File: src/logic/dsr_pkg.sv
package dsr_pkg;

  // ----------------------------------------------------------------
  // Memory types and channel configuration
  // ----------------------------------------------------------------
  typedef enum logic [1:0] {
    MEM_INT    = 2'h0,
    MEM_ASYNC  = 2'h1,
    MEM_SDRAM  = 2'h2,
    MEM_SBSRAM = 2'h3
  } dsr_mem_t;

  typedef struct packed {
    dsr_mem_t    src_mem;
    dsr_mem_t    dst_mem;
    logic        same_res;   // Source and destination share one resource
    logic [1:0]  rd_hold;    // Read hold setting of asynchronous memory
    logic [15:0] elem_cnt;   // Elements per frame, at least one
    logic [7:0]  frame_cnt;  // Frames per block, at least one
  } dsr_cfg_t;

  // ----------------------------------------------------------------
  // Engine states
  // ----------------------------------------------------------------
  typedef enum logic [3:0] {
    ST_IDLE    = 4'h0,
    ST_LAT     = 4'h1,
    ST_SWITCH  = 4'h2,
    ST_SETUP   = 4'h3,
    ST_READ    = 4'h4,
    ST_HOLD    = 4'h5,
    ST_TURN_RW = 4'h6,
    ST_WRITE   = 4'h7,
    ST_TURN_WR = 4'h8,
    ST_GAP     = 4'h9,
    ST_DRAIN   = 4'ha,
    ST_FIN     = 4'hb
  } dsr_state_t;

  // ----------------------------------------------------------------
  // Start field and read hold codes
  // ----------------------------------------------------------------
  localparam logic [1:0] START_RUN      = 2'h1;
  localparam logic [1:0] READ_HOLD_SLOW = 2'h3;

  // ----------------------------------------------------------------
  // Shared resource burst sizes, in elements
  // ----------------------------------------------------------------
  localparam logic [7:0] BURST_INT        = 8'h05;
  localparam logic [7:0] BURST_ASYNC      = 8'h03;
  localparam logic [7:0] BURST_ASYNC_SLOW = 8'h02;
  localparam logic [7:0] BURST_SDRAM      = 8'h06;
  localparam logic [7:0] BURST_SBSRAM     = 8'h05;

  // ----------------------------------------------------------------
  // Timing counts, CPU clock cycles
  // ----------------------------------------------------------------
  localparam logic [7:0] LAT_INT         = 8'h02;
  localparam logic [7:0] LAT_ASYNC       = 8'h09;
  localparam logic [7:0] LAT_SDRAM       = 8'h0c;
  localparam logic [7:0] LAT_SBSRAM      = 8'h0b;
  localparam logic [7:0] SETUP_SBSRAM    = 8'h04;
  localparam logic [7:0] HOLD_SBSRAM     = 8'h04;
  localparam logic [7:0] SETUP_OTHER     = 8'h01;
  localparam logic [7:0] HOLD_OTHER      = 8'h01;
  localparam logic [7:0] GAP_ASYNC       = 8'h01;
  localparam logic [7:0] GAP_SDRAM       = 8'h10;
  localparam logic [7:0] GAP_SBSRAM      = 8'h04;
  localparam logic [7:0] GAP_INT         = 8'h01;
  localparam logic [7:0] EPC_SBSRAM      = 8'h02;
  localparam logic [7:0] EPC_OTHER       = 8'h01;
  localparam logic [7:0] TURN_RW_INT     = 8'h08;
  localparam logic [7:0] TURN_WR_INT     = 8'h09;
  localparam logic [7:0] EXT_BASE_SW     = 8'h02;
  localparam logic [7:0] EXT_RD2WR_EXTRA = 8'h04;
  localparam logic [7:0] EXT_WR2RD_EXTRA = 8'h04;
  localparam logic [7:0] SW_SBS_RD2WR    = 8'h06;
  localparam logic [7:0] SW_HP_RD_LP_WR  = 8'h0f;

endpackage

File: src/logic/dsr_fifo.sv
`timescale 1ns/10ps
module dsr_fifo #(
  parameter int W     = 32,
  parameter int DEPTH = 32
) (
  // Clock and reset
  input  wire logic                       mclk_in,
  input  wire logic                       sys_rst_in,
  // Fill side
  input  wire logic                       in_valid_in,
  input  wire logic [W-1:0]               in_data_in,
  output logic                            in_ready_out,
  // Drain side
  output logic                            out_valid_out,
  output logic [W-1:0]                    out_data_out,
  input  wire logic                       out_ready_in,
  // Fill level
  output logic [$clog2(DEPTH+1)-1:0]      count_out
);

  localparam int AW = $clog2(DEPTH);
  localparam int CW = $clog2(DEPTH + 1);

  logic [W-1:0]  mem_ff [DEPTH];
  logic [AW-1:0] wr_ptr_ff;
  logic [AW-1:0] rd_ptr_ff;
  logic [CW-1:0] count_ff;
  logic          push;
  logic          pop;

  // Handshakes; ready never looks at valid
  assign in_ready_out  = (count_ff != CW'(DEPTH));
  assign out_valid_out = (count_ff != '0);
  assign push          = in_valid_in && in_ready_out;
  assign pop           = out_ready_in && out_valid_out;
  assign out_data_out  = mem_ff[rd_ptr_ff];
  assign count_out     = count_ff;

  // Storage, no reset needed on data
  always_ff @(posedge mclk_in) begin
    if (push) begin
      mem_ff[wr_ptr_ff] <= in_data_in;
    end
  end

  // Pointers wrap explicitly so any depth works
  always_ff @(posedge mclk_in or posedge sys_rst_in) begin
    if (sys_rst_in) begin
      wr_ptr_ff <= '0;
      rd_ptr_ff <= '0;
    end else begin
      if (push) begin
        wr_ptr_ff <= (wr_ptr_ff == AW'(DEPTH - 1)) ? '0 : wr_ptr_ff + 1'b1;
      end
      if (pop) begin
        rd_ptr_ff <= (rd_ptr_ff == AW'(DEPTH - 1)) ? '0 : rd_ptr_ff + 1'b1;
      end
    end
  end

  // Fill level
  always_ff @(posedge mclk_in or posedge sys_rst_in) begin
    if (sys_rst_in) begin
      count_ff <= '0;
    end else if (push && !pop) begin
      count_ff <= count_ff + 1'b1;
    end else if (pop && !push) begin
      count_ff <= count_ff - 1'b1;
    end
  end

endmodule

File: src/logic/dsr_engine.sv
// Function
// - Never read and write shared resource together
// - Pending writes beat pending reads
// - Separate resources write while holding buffer holds data
// - Burst size set by read memory type
// - Slow asynchronous read hold gives two-element bursts
// - External turnarounds add four cycles each way
// - Internal turnarounds take eight and nine cycles
// - Internal element access takes one cycle
// - Sync flag sets one cycle after start
// - Half-rate burst read begins eleven cycles later
// - Four setup and four hold cycles
// - Four idle cycles between frame bursts
// - Every frame ends its own burst
// - Read-to-write channel switch costs 6+15 cycles
// - Later channel waits for running transfer
// - Lowest-numbered pending channel wins
`timescale 1ns/10ps
module dsr_engine
  import dsr_pkg::*;
#(
  parameter int NCH   = 4,
  parameter int W     = 32,
  parameter int DEPTH = 32
) (
  // Clock and reset
  input  wire logic                   mclk_in,
  input  wire logic                   sys_rst_in,
  // Channel start writes and configuration
  input  wire logic                   start_wr_in,
  input  wire logic [$clog2(NCH)-1:0] start_chan_in,
  input  wire logic [1:0]             start_field_in,
  input  dsr_cfg_t                    chan_cfg_in [NCH],
  // Memory read port
  output logic                        mem_rd_strobe_out,
  output logic [$clog2(NCH)-1:0]      mem_rd_chan_out,
  input  wire logic [W-1:0]           mem_rd_data_in,
  // Memory write port
  output logic                        mem_wr_strobe_out,
  output logic [W-1:0]                mem_wr_data_out,
  input  wire logic                   mem_wr_ready_in,
  // Status
  output logic [NCH-1:0]              read_sync_flag_out,
  output logic [NCH-1:0]              chan_done_out,
  output logic                        chan_busy_out
);

  localparam int CW = $clog2(NCH);
  localparam int FW = $clog2(DEPTH + 1);

  // ----------------------------------------------------------------
  // Memory type lookups
  // ----------------------------------------------------------------
  function automatic logic [7:0] lat_of(input dsr_mem_t m);
    unique case (m)
      MEM_INT:   lat_of = LAT_INT;
      MEM_ASYNC: lat_of = LAT_ASYNC;
      MEM_SDRAM: lat_of = LAT_SDRAM;
      MEM_SBSRAM: lat_of = LAT_SBSRAM;
    endcase
  endfunction

  function automatic logic [7:0] gap_of(input dsr_mem_t m);
    unique case (m)
      MEM_INT:   gap_of = GAP_INT;
      MEM_ASYNC: gap_of = GAP_ASYNC;
      MEM_SDRAM: gap_of = GAP_SDRAM;
      MEM_SBSRAM: gap_of = GAP_SBSRAM;
    endcase
  endfunction

  function automatic logic [7:0] burst_of(input dsr_cfg_t c);
    unique case (c.src_mem)
      MEM_INT:   burst_of = BURST_INT;
      MEM_ASYNC: burst_of = (c.rd_hold == READ_HOLD_SLOW) ? BURST_ASYNC_SLOW : BURST_ASYNC;
      MEM_SDRAM: burst_of = BURST_SDRAM;
      MEM_SBSRAM: burst_of = BURST_SBSRAM;
    endcase
  endfunction

  // Strobe-to-strobe internal figures less hold and setup cycles
  function automatic logic [7:0] turn_of(input dsr_cfg_t c, input logic to_wr);
    if (c.src_mem == MEM_INT && c.dst_mem == MEM_INT) begin
      turn_of = to_wr ? TURN_RW_INT - 8'h02 : TURN_WR_INT - 8'h02;
    end else begin
      turn_of = EXT_BASE_SW + (to_wr ? EXT_RD2WR_EXTRA : EXT_WR2RD_EXTRA);
    end
  endfunction

  // ----------------------------------------------------------------
  // State
  // ----------------------------------------------------------------
  dsr_state_t     st_ff;
  dsr_state_t     nxt_state;
  logic [7:0]     cnt_ff;
  logic [7:0]     nxt_cnt;
  dsr_cfg_t       cfg_ff;
  logic [CW-1:0]  cur_ff;
  logic [NCH-1:0] flag_ff;
  logic [NCH-1:0] done_ff;
  logic [15:0]    elem_left_ff;
  logic [7:0]     frame_left_ff;
  logic [7:0]     burst_ff;
  logic [7:0]     sub_ff;
  logic           done_rd_ff;
  logic           fend_ff;
  logic           prev_ok_ff;
  logic           prev_sbs_rd_ff;
  logic           sel_found;
  logic [CW-1:0]  sel_idx;
  logic           rd_go;
  logic           rd_end;
  logic           last_elem;
  logic           wr_win;
  logic           wr_go;
  logic           wr_empty;
  logic           fifo_in_ready;
  logic           fifo_out_valid;
  logic [FW-1:0]  fifo_count;
  logic [7:0]     setup_cyc;
  logic [7:0]     hold_cyc;
  logic [7:0]     epc;

  // Burst shape of the current source
  assign setup_cyc = (cfg_ff.src_mem == MEM_SBSRAM) ? SETUP_SBSRAM : SETUP_OTHER;
  assign hold_cyc  = (cfg_ff.src_mem == MEM_SBSRAM) ? HOLD_SBSRAM : HOLD_OTHER;
  assign epc       = (cfg_ff.src_mem == MEM_SBSRAM) ? EPC_SBSRAM : EPC_OTHER;

  always_comb begin
    sel_found = 1'b0;
    sel_idx   = '0;
    for (int i = NCH - 1; i >= 0; i--) begin
      if (flag_ff[i]) begin
        sel_found = 1'b1;
        sel_idx   = CW'(i);
      end
    end
  end

  // ----------------------------------------------------------------
  // Port arbitration
  // ----------------------------------------------------------------
  // separate resources drain whenever data is held; a shared one only in ST_WRITE
  assign wr_win = cfg_ff.same_res ? (st_ff == ST_WRITE) : (st_ff != ST_IDLE && st_ff != ST_FIN);
  assign wr_go  = fifo_out_valid && mem_wr_ready_in && wr_win;
  // read yields to a write on the shared resource
  assign rd_go  = (st_ff == ST_READ) && (sub_ff == epc - 8'h01) && fifo_in_ready
                  && !(cfg_ff.same_res && wr_go);
  assign last_elem = (elem_left_ff == 16'h0001);
  assign rd_end = rd_go && (last_elem
                  || (cfg_ff.same_res && burst_ff == burst_of(cfg_ff) - 8'h01));
  assign wr_empty = !fifo_out_valid || (wr_go && fifo_count == FW'(1));

  assign mem_rd_strobe_out  = rd_go;
  assign mem_wr_strobe_out  = wr_go;
  assign mem_rd_chan_out    = cur_ff;
  assign read_sync_flag_out = flag_ff;
  assign chan_done_out      = done_ff;
  assign chan_busy_out      = (st_ff != ST_IDLE);

  // ----------------------------------------------------------------
  // Sequencer
  // ----------------------------------------------------------------
  always_comb begin
    nxt_state = st_ff;
    nxt_cnt   = (cnt_ff != 8'h00) ? cnt_ff - 8'h01 : 8'h00;
    unique case (st_ff)
      ST_IDLE: begin
        // queued channel follows the finished one
        if (sel_found && prev_ok_ff) begin
          nxt_state = ST_SWITCH;
          // burst read to burst write switch
          if (prev_sbs_rd_ff && chan_cfg_in[sel_idx].dst_mem == MEM_SBSRAM) begin
            nxt_cnt = SW_SBS_RD2WR + SW_HP_RD_LP_WR - 8'h01;
          end else begin
            nxt_cnt = EXT_BASE_SW - 8'h01;
          end
        end else if (sel_found) begin
          nxt_state = ST_LAT;
          nxt_cnt   = lat_of(chan_cfg_in[sel_idx].src_mem) - 8'h02;
        end
      end
      ST_LAT, ST_SWITCH, ST_GAP: begin
        if (cnt_ff == 8'h00) begin
          nxt_state = ST_SETUP;
          nxt_cnt   = setup_cyc - 8'h01;
        end
      end
      ST_SETUP: begin
        if (cnt_ff == 8'h00) begin
          nxt_state = ST_READ;
        end
      end
      ST_READ: begin
        if (rd_end) begin
          nxt_state = ST_HOLD;
          nxt_cnt   = hold_cyc - 8'h01;
        end
      end
      ST_HOLD: begin
        if (cnt_ff == 8'h00) begin
          if (cfg_ff.same_res) begin
            nxt_state = ST_TURN_RW;
            nxt_cnt   = turn_of(cfg_ff, 1'b1) - 8'h01;
          end else if (done_rd_ff) begin
            nxt_state = ST_DRAIN;
          end else begin
            nxt_state = ST_GAP;
            nxt_cnt   = gap_of(cfg_ff.src_mem) - 8'h01;
          end
        end
      end
      ST_TURN_RW: begin
        if (cnt_ff == 8'h00) begin
          nxt_state = ST_WRITE;
        end
      end
      ST_WRITE: begin
        if (wr_empty) begin
          nxt_state = done_rd_ff ? ST_FIN : ST_TURN_WR;
          nxt_cnt   = turn_of(cfg_ff, 1'b0) - 8'h01;
        end
      end
      ST_TURN_WR: begin
        if (cnt_ff == 8'h00 && fend_ff) begin
          nxt_state = ST_GAP;
          nxt_cnt   = gap_of(cfg_ff.src_mem) - 8'h01;
        end else if (cnt_ff == 8'h00) begin
          nxt_state = ST_SETUP;
          nxt_cnt   = setup_cyc - 8'h01;
        end
      end
      ST_DRAIN: begin
        if (!fifo_out_valid) begin
          nxt_state = ST_FIN;
        end
      end
      ST_FIN: begin
        nxt_state = ST_IDLE;
      end
      default: begin
        nxt_state = ST_IDLE;
      end
    endcase
  end

  always_ff @(posedge mclk_in or posedge sys_rst_in) begin
    if (sys_rst_in) begin
      st_ff  <= ST_IDLE;
      cnt_ff <= 8'h00;
    end else begin
      st_ff  <= nxt_state;
      cnt_ff <= nxt_cnt;
    end
  end

  // Channel capture; held for the whole transfer
  always_ff @(posedge mclk_in or posedge sys_rst_in) begin
    if (sys_rst_in) begin
      cur_ff <= '0;
      cfg_ff <= '0;
    end else if (st_ff == ST_IDLE && sel_found) begin
      cur_ff <= sel_idx;
      cfg_ff <= chan_cfg_in[sel_idx];
    end
  end

  // flag one cycle after start; set beats clear
  always_ff @(posedge mclk_in or posedge sys_rst_in) begin
    if (sys_rst_in) begin
      flag_ff <= '0;
      done_ff <= '0;
    end else begin
      done_ff <= '0;
      for (int i = 0; i < NCH; i++) begin
        if (start_wr_in && start_field_in == START_RUN && start_chan_in == CW'(i)) begin
          flag_ff[i] <= 1'b1;
        end else if (st_ff == ST_FIN && cur_ff == CW'(i)) begin
          flag_ff[i] <= 1'b0;
        end
        if (st_ff == ST_FIN && cur_ff == CW'(i)) begin
          done_ff[i] <= 1'b1;
        end
      end
    end
  end

  // Element, frame and block accounting
  always_ff @(posedge mclk_in or posedge sys_rst_in) begin
    if (sys_rst_in) begin
      elem_left_ff  <= 16'h0000;
      frame_left_ff <= 8'h00;
      done_rd_ff    <= 1'b0;
      fend_ff       <= 1'b0;
    end else if (st_ff == ST_IDLE && sel_found) begin
      elem_left_ff  <= chan_cfg_in[sel_idx].elem_cnt;
      frame_left_ff <= chan_cfg_in[sel_idx].frame_cnt - 8'h01;
      done_rd_ff    <= 1'b0;
      fend_ff       <= 1'b0;
    end else if (st_ff == ST_SETUP) begin
      fend_ff <= 1'b0;
    end else if (rd_go && last_elem) begin
      elem_left_ff <= cfg_ff.elem_cnt;
      fend_ff      <= 1'b1;
      if (frame_left_ff == 8'h00) begin
        done_rd_ff <= 1'b1;
      end else begin
        frame_left_ff <= frame_left_ff - 8'h01;
      end
    end else if (rd_go) begin
      elem_left_ff <= elem_left_ff - 16'h0001;
    end
  end

  // Burst length and half-rate element phase
  always_ff @(posedge mclk_in or posedge sys_rst_in) begin
    if (sys_rst_in) begin
      burst_ff <= 8'h00;
      sub_ff   <= 8'h00;
    end else begin
      if (st_ff == ST_SETUP) begin
        burst_ff <= 8'h00;
      end else if (rd_go) begin
        burst_ff <= burst_ff + 8'h01;
      end
      // Phase stalls on its last step while the buffer is full
      if (st_ff != ST_READ || rd_go) begin
        sub_ff <= 8'h00;
      end else if (sub_ff != epc - 8'h01) begin
        sub_ff <= sub_ff + 8'h01;
      end
    end
  end

  // Memory of the previous channel, for switch timing
  always_ff @(posedge mclk_in or posedge sys_rst_in) begin
    if (sys_rst_in) begin
      prev_ok_ff     <= 1'b0;
      prev_sbs_rd_ff <= 1'b0;
    end else if (st_ff == ST_FIN) begin
      prev_ok_ff     <= 1'b1;
      prev_sbs_rd_ff <= (cfg_ff.src_mem == MEM_SBSRAM);
    end else if (st_ff == ST_IDLE) begin
      prev_ok_ff <= 1'b0;
    end
  end

  // ----------------------------------------------------------------
  // Holding buffer between read and write ports
  // ----------------------------------------------------------------
  dsr_fifo #(
    .W     (W),
    .DEPTH (DEPTH)
  ) u_fifo (
    .mclk_in       (mclk_in),
    .sys_rst_in    (sys_rst_in),
    .in_valid_in   (rd_go),
    .in_data_in    (mem_rd_data_in),
    .in_ready_out  (fifo_in_ready),
    .out_valid_out (fifo_out_valid),
    .out_data_out  (mem_wr_data_out),
    .out_ready_in  (wr_go),
    .count_out     (fifo_count)
  );
endmodule

File: config.mk
export PLATFORM = sky130hd
export DESIGN_NAME = dsr_engine
export DESIGN_NICKNAME = d
export VERILOG_FILES = /design/src/logic/dsr_pkg.sv /design/src/logic/dsr_fifo.sv /design/src/logic/dsr_engine.sv
export SDC_FILE = /design/constraint.sdc
export NUM_CORES = 1
export LEC_CHECK = 0
export BUFFER_PORTS_ARGS = -buffer_cell sky130_fd_sc_hd__buf_2
export CAP_MARGIN = 20
export CORE_ASPECT_RATIO = 0.6
export CORE_MARGIN = 5
export CORE_UTILIZATION = 55
export DETAILED_ROUTE_END_ITERATION = 10
export PLACE_DENSITY = 0.84
export SETUP_SLACK_MARGIN = 0.5
export SLEW_MARGIN = 20
export SYNTH_ARGS = -nofsm -noshare
export SYNTH_HDL_FRONTEND = slang
export SYNTH_SLANG_ARGS = --single-unit
File: constraint.sdc
create_clock -name mclk_in -period 5.5 [get_ports mclk_in]
set_clock_uncertainty 0.1 [all_clocks]
set_input_delay 1.1 -clock mclk_in [delete_from_list [all_inputs] [get_ports mclk_in]]
set_output_delay 1.1 -clock mclk_in [all_outputs]
set_load 0.02 [all_outputs]
==> impl_metrics.yaml, run 1 <==
synthesis:
  synth-seq-cells: 1129
  netlist.area_leader.share_pct: 66.59
  syn_area_per_cell_sq_um: 19.60
  yosysTopAreaCell: "edfxtp_1"
  synth_edf_count: 1024
  synthTopCellsByCount: "edfxtp_1 (1024), mux4_2 (334), nand2_1 (116)"
  synth_cell_type_count: 81
  ys.flop_type: "edfxtp_1"
  synth_nets: 2549
  synthArstFlopShare_pct: 9.300
  syn_inst: 2356
  ys_warn_count: 0
  syn-cell-area_sq_um: 46180
  yosysSeqAreaShare_pct: 72.28
  synth_area_leaders: "edfxtp_1 (67%), mux4_2 (16%), dfrtp_1 (5.7%)"
  synthMostInstantiatedCell: "edfxtp_1"
layout:
  multi_input_area_sq_um: 12410
  final_layout_size_suffix_gt1_share_pct: 31.33
  nets: 2791
  seq_area_sq_um: 33390
  syn2layout_area_growth_pct: 13.28
  n_fill_cell: 5404
sta:
  rsz0062_at_grt: "false"
  drv_slew: 0
  hold_viol_final: 0
  maxSlewHeadroom_pct: 30.11
  setup_violations: 0
  max_freq_mhz: 207.3
  setup_tns_ns: 0
  period_share_pct: 87.70
  hold_ws_ns: 0.3751
  tightest_slew_ns: 1.048
  period_needed_ns: 4.823
setup_path:
  reg2reg_slack_ns: 1.27
  worst-endpoint-required_ns: 4.30
  criticalPathCategory: "reg -> out"
  ff2ff_path_depth: 7
  reg2reg_to: "u_fifo.mem_ff[11][21]$_DFFE_PP_"
  critical_path_arrival_ns: 3.62
  reg2reg_from: "st_ff[0]$_DFFE_PP0P_"
  endpoint_kind: "primary output"
  startpoint_type: "flop"
  path_max_fanout: 88
global_routing:
  grt_max_degree: 89
  grt_overflow_total: 0
  track_usage_pct: 26.85
  antenna_found_initial: 6
  grt_pass1_vias: 25455
  grt_pass1_wl_mm: 174.5
clock_network:
  cts_hold_buf: 0
  h-tree-depth: 3
  clockRootBuffer: "clkbuf_16"
  cts.path.max_buffers: 3
  clk_pin_slew_worst_paths_ns: 0.07
  cts_tree: "done"
  cts_resized: 0
  cts_buffers: 96
  cts_sinks: 1129
  clock_latency_ns: 0.68
route:
  vias_per_cell: 6.665
  drc: 0
  routed_wl_mm: 120.0
  drtIter0Drc: 3489
  ant_nets: 0
  post_drt_wl_per_cell_microns: 31.47
  routed-via-count: 25422
  firstDrtPassIters: 6
floorplan:
  start_util_pct: 55.36
  fp.dieArea_sq_um: 90050
  fp.coreArea_sq_um: 83410
  io_pins: 209
  die_w_microns: 384.1
  die_h_microns: 234.5
  rows: 82
placement:
  dp_hpwl_mm: 66.72
  port_buffers: 208
  globalplace.congestion: 0.8703
pwr:
  vdd.ir_drop.worst_v: 0.0003857
  p_per_area_nw_per_um2: 467.1
  total_leakage_power_nw: 17.31
run:
  cap_violations: 0
worst_hold_path:
  hp-class: "reg -> reg"
  whs_path_depth: 1
  holdPathEnd: "cfg_ff[18]$_DFFE_PP0P_"
  hp-start: "cfg_ff[18]$_DFFE_PP0P_"
status:
  status: "complete, no violations"
[critical path, stage by stage, from the launching register on]
cell and delay [ns]:
dfrtp_4 0.88, buf_12 0.44, mux4_2 0.45, mux4_2 0.53, mux2_2 0.30, buf_2 0.16
[how the worst max path moves through the flow]
stage,start,endpoint,slack [ns],cells past startpoint
after floorplan,sys_rst_in,burst_ff[0]$_DFFE_PP0P_,1.54,1
after global placement,u_fifo.rd_ptr_ff[0]$_DFFE_PP0P_,mem_wr_data_out[0],1.36,5
after detailed placement,u_fifo.rd_ptr_ff[0]$_DFFE_PP0P_,mem_wr_data_out[1],1.31,5
after CTS,u_fifo.rd_ptr_ff[0]$_DFFE_PP0P_,mem_wr_data_out[1],0.54,5
after global routing,u_fifo.rd_ptr_ff[0]$_DFFE_PP0P_,mem_wr_data_out[1],0.61,5
final,u_fifo.rd_ptr_ff[1]$_DFFE_PP0P_,mem_wr_data_out[22],0.68,5
[cell type report]
class | count | area share, %
tap | 1134 | 2.712
clock buffer | 116 | 4.817
inverter | 35 | 0.2559
multi-input combinational | 1064 | 23.73
timing repair buffer | 272 | 3.554
antenna | 2 | 0.009567
sequential | 1129 | 63.84
clock inverter | 62 | 1.086
[layout by cell type (no fill, tap or decap), drive strengths merged, types with 6 or more instances in the layout]
cell type	n
a21o	9
mux2	36
a21oi	50
mux4	334
a22oi	9
a211oi	8
bufinv	9
ha	29
o211ai	6
or3	15
nor4	12
nand4	6
o22ai	9
xor2	20
nor3b	10
clkinv	43
nor2b	8
o31ai	8
nand2b	14
clkbuf	116
o21ai	63
or4	7
nor2	108
mux2i	14
buf	272
edfxtp	1024
nor3	23
a31oi	8
nand3b	16
dfrtp	105
or2	7
xnor2	17
nand3	27
nand2	116
inv	40
and3	9
[kinds of logic (layout without fill, tap and decap cells)]
kind of cell,Yosys count,in the layout,synth area share [%]
adders and majority gates,29,29,0.7857
and+or+nand+nor,396,396,4.278
AOI/OAI and AO/OA,218,218,3.062
muxes,384,384,17.49
DFF,1129,1129,72.28
xor gates and xnor gates,37,37,0.7017
buffers and inverters,163,485,1.409
other,0,2,0
[state kept, by name, summed over array words and instances, names as in the netlist]
signal	count
cnt_ff	8
sub_ff	8
u_fifo.mem_ff	1024
frame_left_ff	8
elem_left_ff	16
u_fifo.rd_ptr_ff	5
u_fifo.wr_ptr_ff	5
mem_rd_chan_out	2
chan_done_out	4
u_fifo.count_out	6
st_ff	4
cfg_ff	23
prev_sbs_rd_ff	1
prev_ok_ff	1
read_sync_flag_out	4
done_rd_ff	1
burst_ff	8
fend_ff	1
[report_power, final]
part           switching [W]  internal, W  leakage [nW]  total, W
registers           0.000608      0.00969          10.5    0.0103
clock network        0.00312      0.00371          1.51   0.00683
logic                0.00378      0.00353          5.28   0.00731
[per-stage QoR]
stage	cells	area, sq um	total power (W)	util [%]	setup WS, ns
after floorplan	2356	46180	0.01561	-	1.539
after global placement	3633	49190	0.01741	58.97	1.358
after detailed placement	3633	49200	0.01766	58.98	1.312
after CTS	3811	52280	0.02450	62.68	0.5435
final	3814	52310	0.02444	62.71	0.6765
after global routing	3813	52310	0.02547	62.71	0.6091
[repair_timing]
action | 4_1_cts | 5_1_grt
hold endpoints to repair | 0 | 0
buffers inserted | 0 | 1
endpoints found under the setup margin | 0 | 6
[routing by layer]
layer / up-vias / wire [microns] / GRT usage (%)
li1: 10144 / - / -
met1: 13304 / 45470 / 38.63
met2: 1742 / 58630 / 42.91
met3: 228 / 12750 / 5.658
met4: 4 / 3134 / 7.066
met5: - / 27 / 0
Power figures use the tool's default switching activity.
==> inputs of run 2 (changes only) <==
SYNTH_HIERARCHICAL = 1   (was default)
==> run 2 against run 1 <==
  * Synthesized cell count increased by 18%
  * Global-route usage shrank 0.72 points
  * Sequential cell count unchanged
  * Setup slack got worse by 0.053 ns
  * Register-to-register slack got worse by 0.30 ns
  * Clock-buffer cell count is 11 higher
  * Final area up 1.0%
  * Maximum frequency down 1.1%
==> impl_metrics.yaml, run 2 <==
floorplan:
  die_w_microns: 386.5
  fp.coreArea_sq_um: 83930
  io_pins: 209
  start_util_pct: 55.75
  rows: 82
  die_h_microns: 235.9
  fp.dieArea_sq_um: 91190
route:
  routed-via-count: 28188
  ant_nets: 0
  drc: 0
  vias_per_cell: 6.653
  post_drt_wl_per_cell_microns: 28.74
  drtIter0Drc: 4137
  firstDrtPassIters: 6
  routed_wl_mm: 121.8
clock_network:
  clockRootBuffer: "clkbuf_16"
  cts_sinks: 1129
  cts_tree: "done"
  clk_pin_slew_worst_paths_ns: 0.07
  h-tree-depth: 3
  clock_latency_ns: 0.69
  cts.path.max_buffers: 3
  cts_buffers: 97
global_routing:
  grt_pass1_vias: 27504
  grt_max_degree: 69
  track_usage_pct: 26.13
  antenna_found_initial: 8
  grt_pass1_wl_mm: 178.9
  grt_overflow_total: 0
status:
  status: "complete, no violations"
placement:
  globalplace.congestion: 0.9082
  post-place-cells: 4059
  port_buffers: 208
  dp_hpwl_mm: 72.24
setup_path:
  path_max_fanout: 30
  critical_path_arrival_ns: 3.68
  worst-endpoint-required_ns: 4.30
  ff2ff_path_depth: 10
  startpoint_type: "flop"
  reg2reg_to: "u_fifo/mem_ff[29][31]$_DFFE_PP_"
  endpoint_kind: "primary output"
  reg2reg_slack_ns: 0.97
  criticalPathCategory: "reg -> out"
  reg2reg_from: "cfg_ff[29]$_DFFE_PP0P_"
layout:
  stdcell_count: 4237
  final_layout_size_suffix_gt1_share_pct: 27.71
  top_regs: "u_fifo/mem_ff: 1024 flops, cfg_ff: 23 flops, elem_left_ff: 16 flops"
  regMostFlops: "u_fifo/mem_ff"
  syn2layout_area_growth_pct: 12.97
  mostFrequentLayoutCells: "edfxtp_1 (1024), buf_2 (208), mux2_2 (198), mux4_2 (150), nand2_1 (135)"
  nets: 3221
  n_fill_cell: 5610
  layout.cells.most_common: "edfxtp_1"
  largest_reg_flops: 1024
pwr:
  power_frac_comb_pct: 29.4
  p_switching_w: 0.007643
  p_seq_share_pct: 42.4
  p_per_area_nw_per_um2: 449.8
  total_leakage_power_nw: 17.59
  vdd.ir_drop.worst_v: 0.0004830
  swShare_pct: 32.15
  clockPowerShare_pct: 28.2
  intPower_w: 0.01613
worst_hold_path:
  hp-start: "cfg_ff[11]$_DFFE_PP0P_"
  whs_path_depth: 2
  holdPathEnd: "cfg_ff[11]$_DFFE_PP0P_"
  hp-class: "reg -> reg"
sta:
  setup_violations: 0
  hold_viol_final: 0
  drv_slew: 0
  period_share_pct: 88.66
  maxSlewHeadroom_pct: 23.99
  setup_tns_ns: 0
  period_needed_ns: 4.876
  max_freq_mhz: 205.1
  tightest_slew_ns: 1.137
  rsz0062_at_grt: "false"
synthesis:
  ys.flop_type: "edfxtp_1"
  synth_nets: 2984
  netlist.area_leader.share_pct: 65.72
  syn-cell-area_sq_um: 46790
  syn_inst: 2790
  synth-seq-cells: 1129
  ys_warn_count: 6
  yosysSeqAreaShare_pct: 71.34
  synth_cell_type_count: 89
  synthMostInstantiatedCell: "edfxtp_1"
  synth_area_leaders: "edfxtp_1 (66%), mux4_2 (7.2%), dfrtp_1 (5.6%)"
  synth_edf_count: 1024
  synthArstFlopShare_pct: 9.300
  yosysTopAreaCell: "edfxtp_1"
  syn_area_per_cell_sq_um: 16.77
  synthTopCellsByCount: "edfxtp_1 (1024), mux2_2 (198), mux4_2 (150)"
run:
  cap_violations: 0
[run 2: cells by family (layout without fill, tap and decap cells)]
group                      count (synthesis)  after routing  synth area share, %
DFF                                     1129           1129                71.34
and+or+nand+nor                          584            584                6.688
AOI/OAI and AO/OA                        469            469                6.699
muxes                                    354            354                12.11
buffers and inverters                    193            503                1.765
xor gates and xnor gates                  31             31               0.5803
adders and majority gates                 30             30               0.8183
other                                      0              3                    0
[run 2: cell type report]
cell class / instances / area (sq um) / share of cell area (%)
flip-flops and latches: 1129 / 33380 / 63.16
multi-input cells: 1468 / 12880 / 24.38
clock buffers: 127 / 2604 / 4.926
repair buffers: 295 / 1973 / 3.733
well taps: 1134 / 1419 / 2.684
clock inverters: 45 / 447.9 / 0.8474
inverters: 36 / 136.4 / 0.2580
diodes: 3 / 7.507 / 0.01420
[run 2: critical path: stages (launching register included)]
cell and delay [ns]:
dfrtp_4 0.89, buf_4 0.42, mux2_2 0.38, o22ai_1 0.23
nor3_1 0.09, or4_1 0.73, buf_2 0.26
[run 2: worst max path at each step]
stage | end | startpoint | slack (ns)
after global placement | mem_wr_data_out[3] | u_fifo/rd_ptr_ff[1]$_DFFE_PP0P_ | 1.15
after detailed placement | u_fifo/mem_ff[29][6]$_DFFE_PP_ | cfg_ff[29]$_DFFE_PP0P_ | 1.11
after global routing | mem_wr_data_out[5] | u_fifo/rd_ptr_ff[1]$_DFFE_PP0P_ | 0.54
after CTS | mem_wr_data_out[6] | u_fifo/rd_ptr_ff[1]$_DFFE_PP0P_ | 0.62
after floorplan | u_fifo/mem_ff[31][0]$_DFFE_PP_ | cfg_ff[29]$_DFFE_PP0P_ | 1.32
final | mem_wr_data_out[30] | u_fifo/rd_ptr_ff[2]$_DFFE_PP0P_ | 0.62
[run 2: power by group through the flow]
stage               Combinational, W  Sequential (W)  Clock, W
finish                       0.00698          0.0101   0.00671
global route                 0.00743          0.0101   0.00719
CTS                          0.00689          0.0101   0.00677
detailed placement           0.00668          0.0103         0
global placement             0.00650          0.0103         0
floorplan                    0.00487         0.00999         0
[run 2: metal layers]
metal | GRT usage (%) | routed length, microns | vias up | share of wire [%]
met5 | 0 | 83 | - | 0.068
met4 | 7.735 | 3985 | 12 | 3.3
met3 | 7.182 | 16090 | 285 | 13
met2 | 38.58 | 54120 | 2063 | 44
met1 | 38.55 | 47490 | 14228 | 39
li1 | - | - | 11600 | -
[run 2: stage by stage]
step                area [sq um]  utilization (%)  hold slack [ns]  power (W)  worst slack, ns
finish                     52860            62.98           0.3765    0.02377           0.6236
global route               52850            62.97           0.3989    0.02473           0.5362
CTS                        52820            62.94           0.3769    0.02372           0.6192
detailed placement         49720            59.24           0.3637    0.01697            1.106
global placement           49720            59.24           0.3557    0.01677            1.153
floorplan                  46790                -           0.3389    0.01487            1.316
[run 2: what timing repair did]
| item | in CTS | in global routing |
|---|---|---|
| setup buffers | 2 | 0 |
| cloned | 0 | 1 |
| setup endpoints to repair | 12 | 5 |
| hold buffers | 0 | 0 |
| gates resized for setup | 1 | 1 |
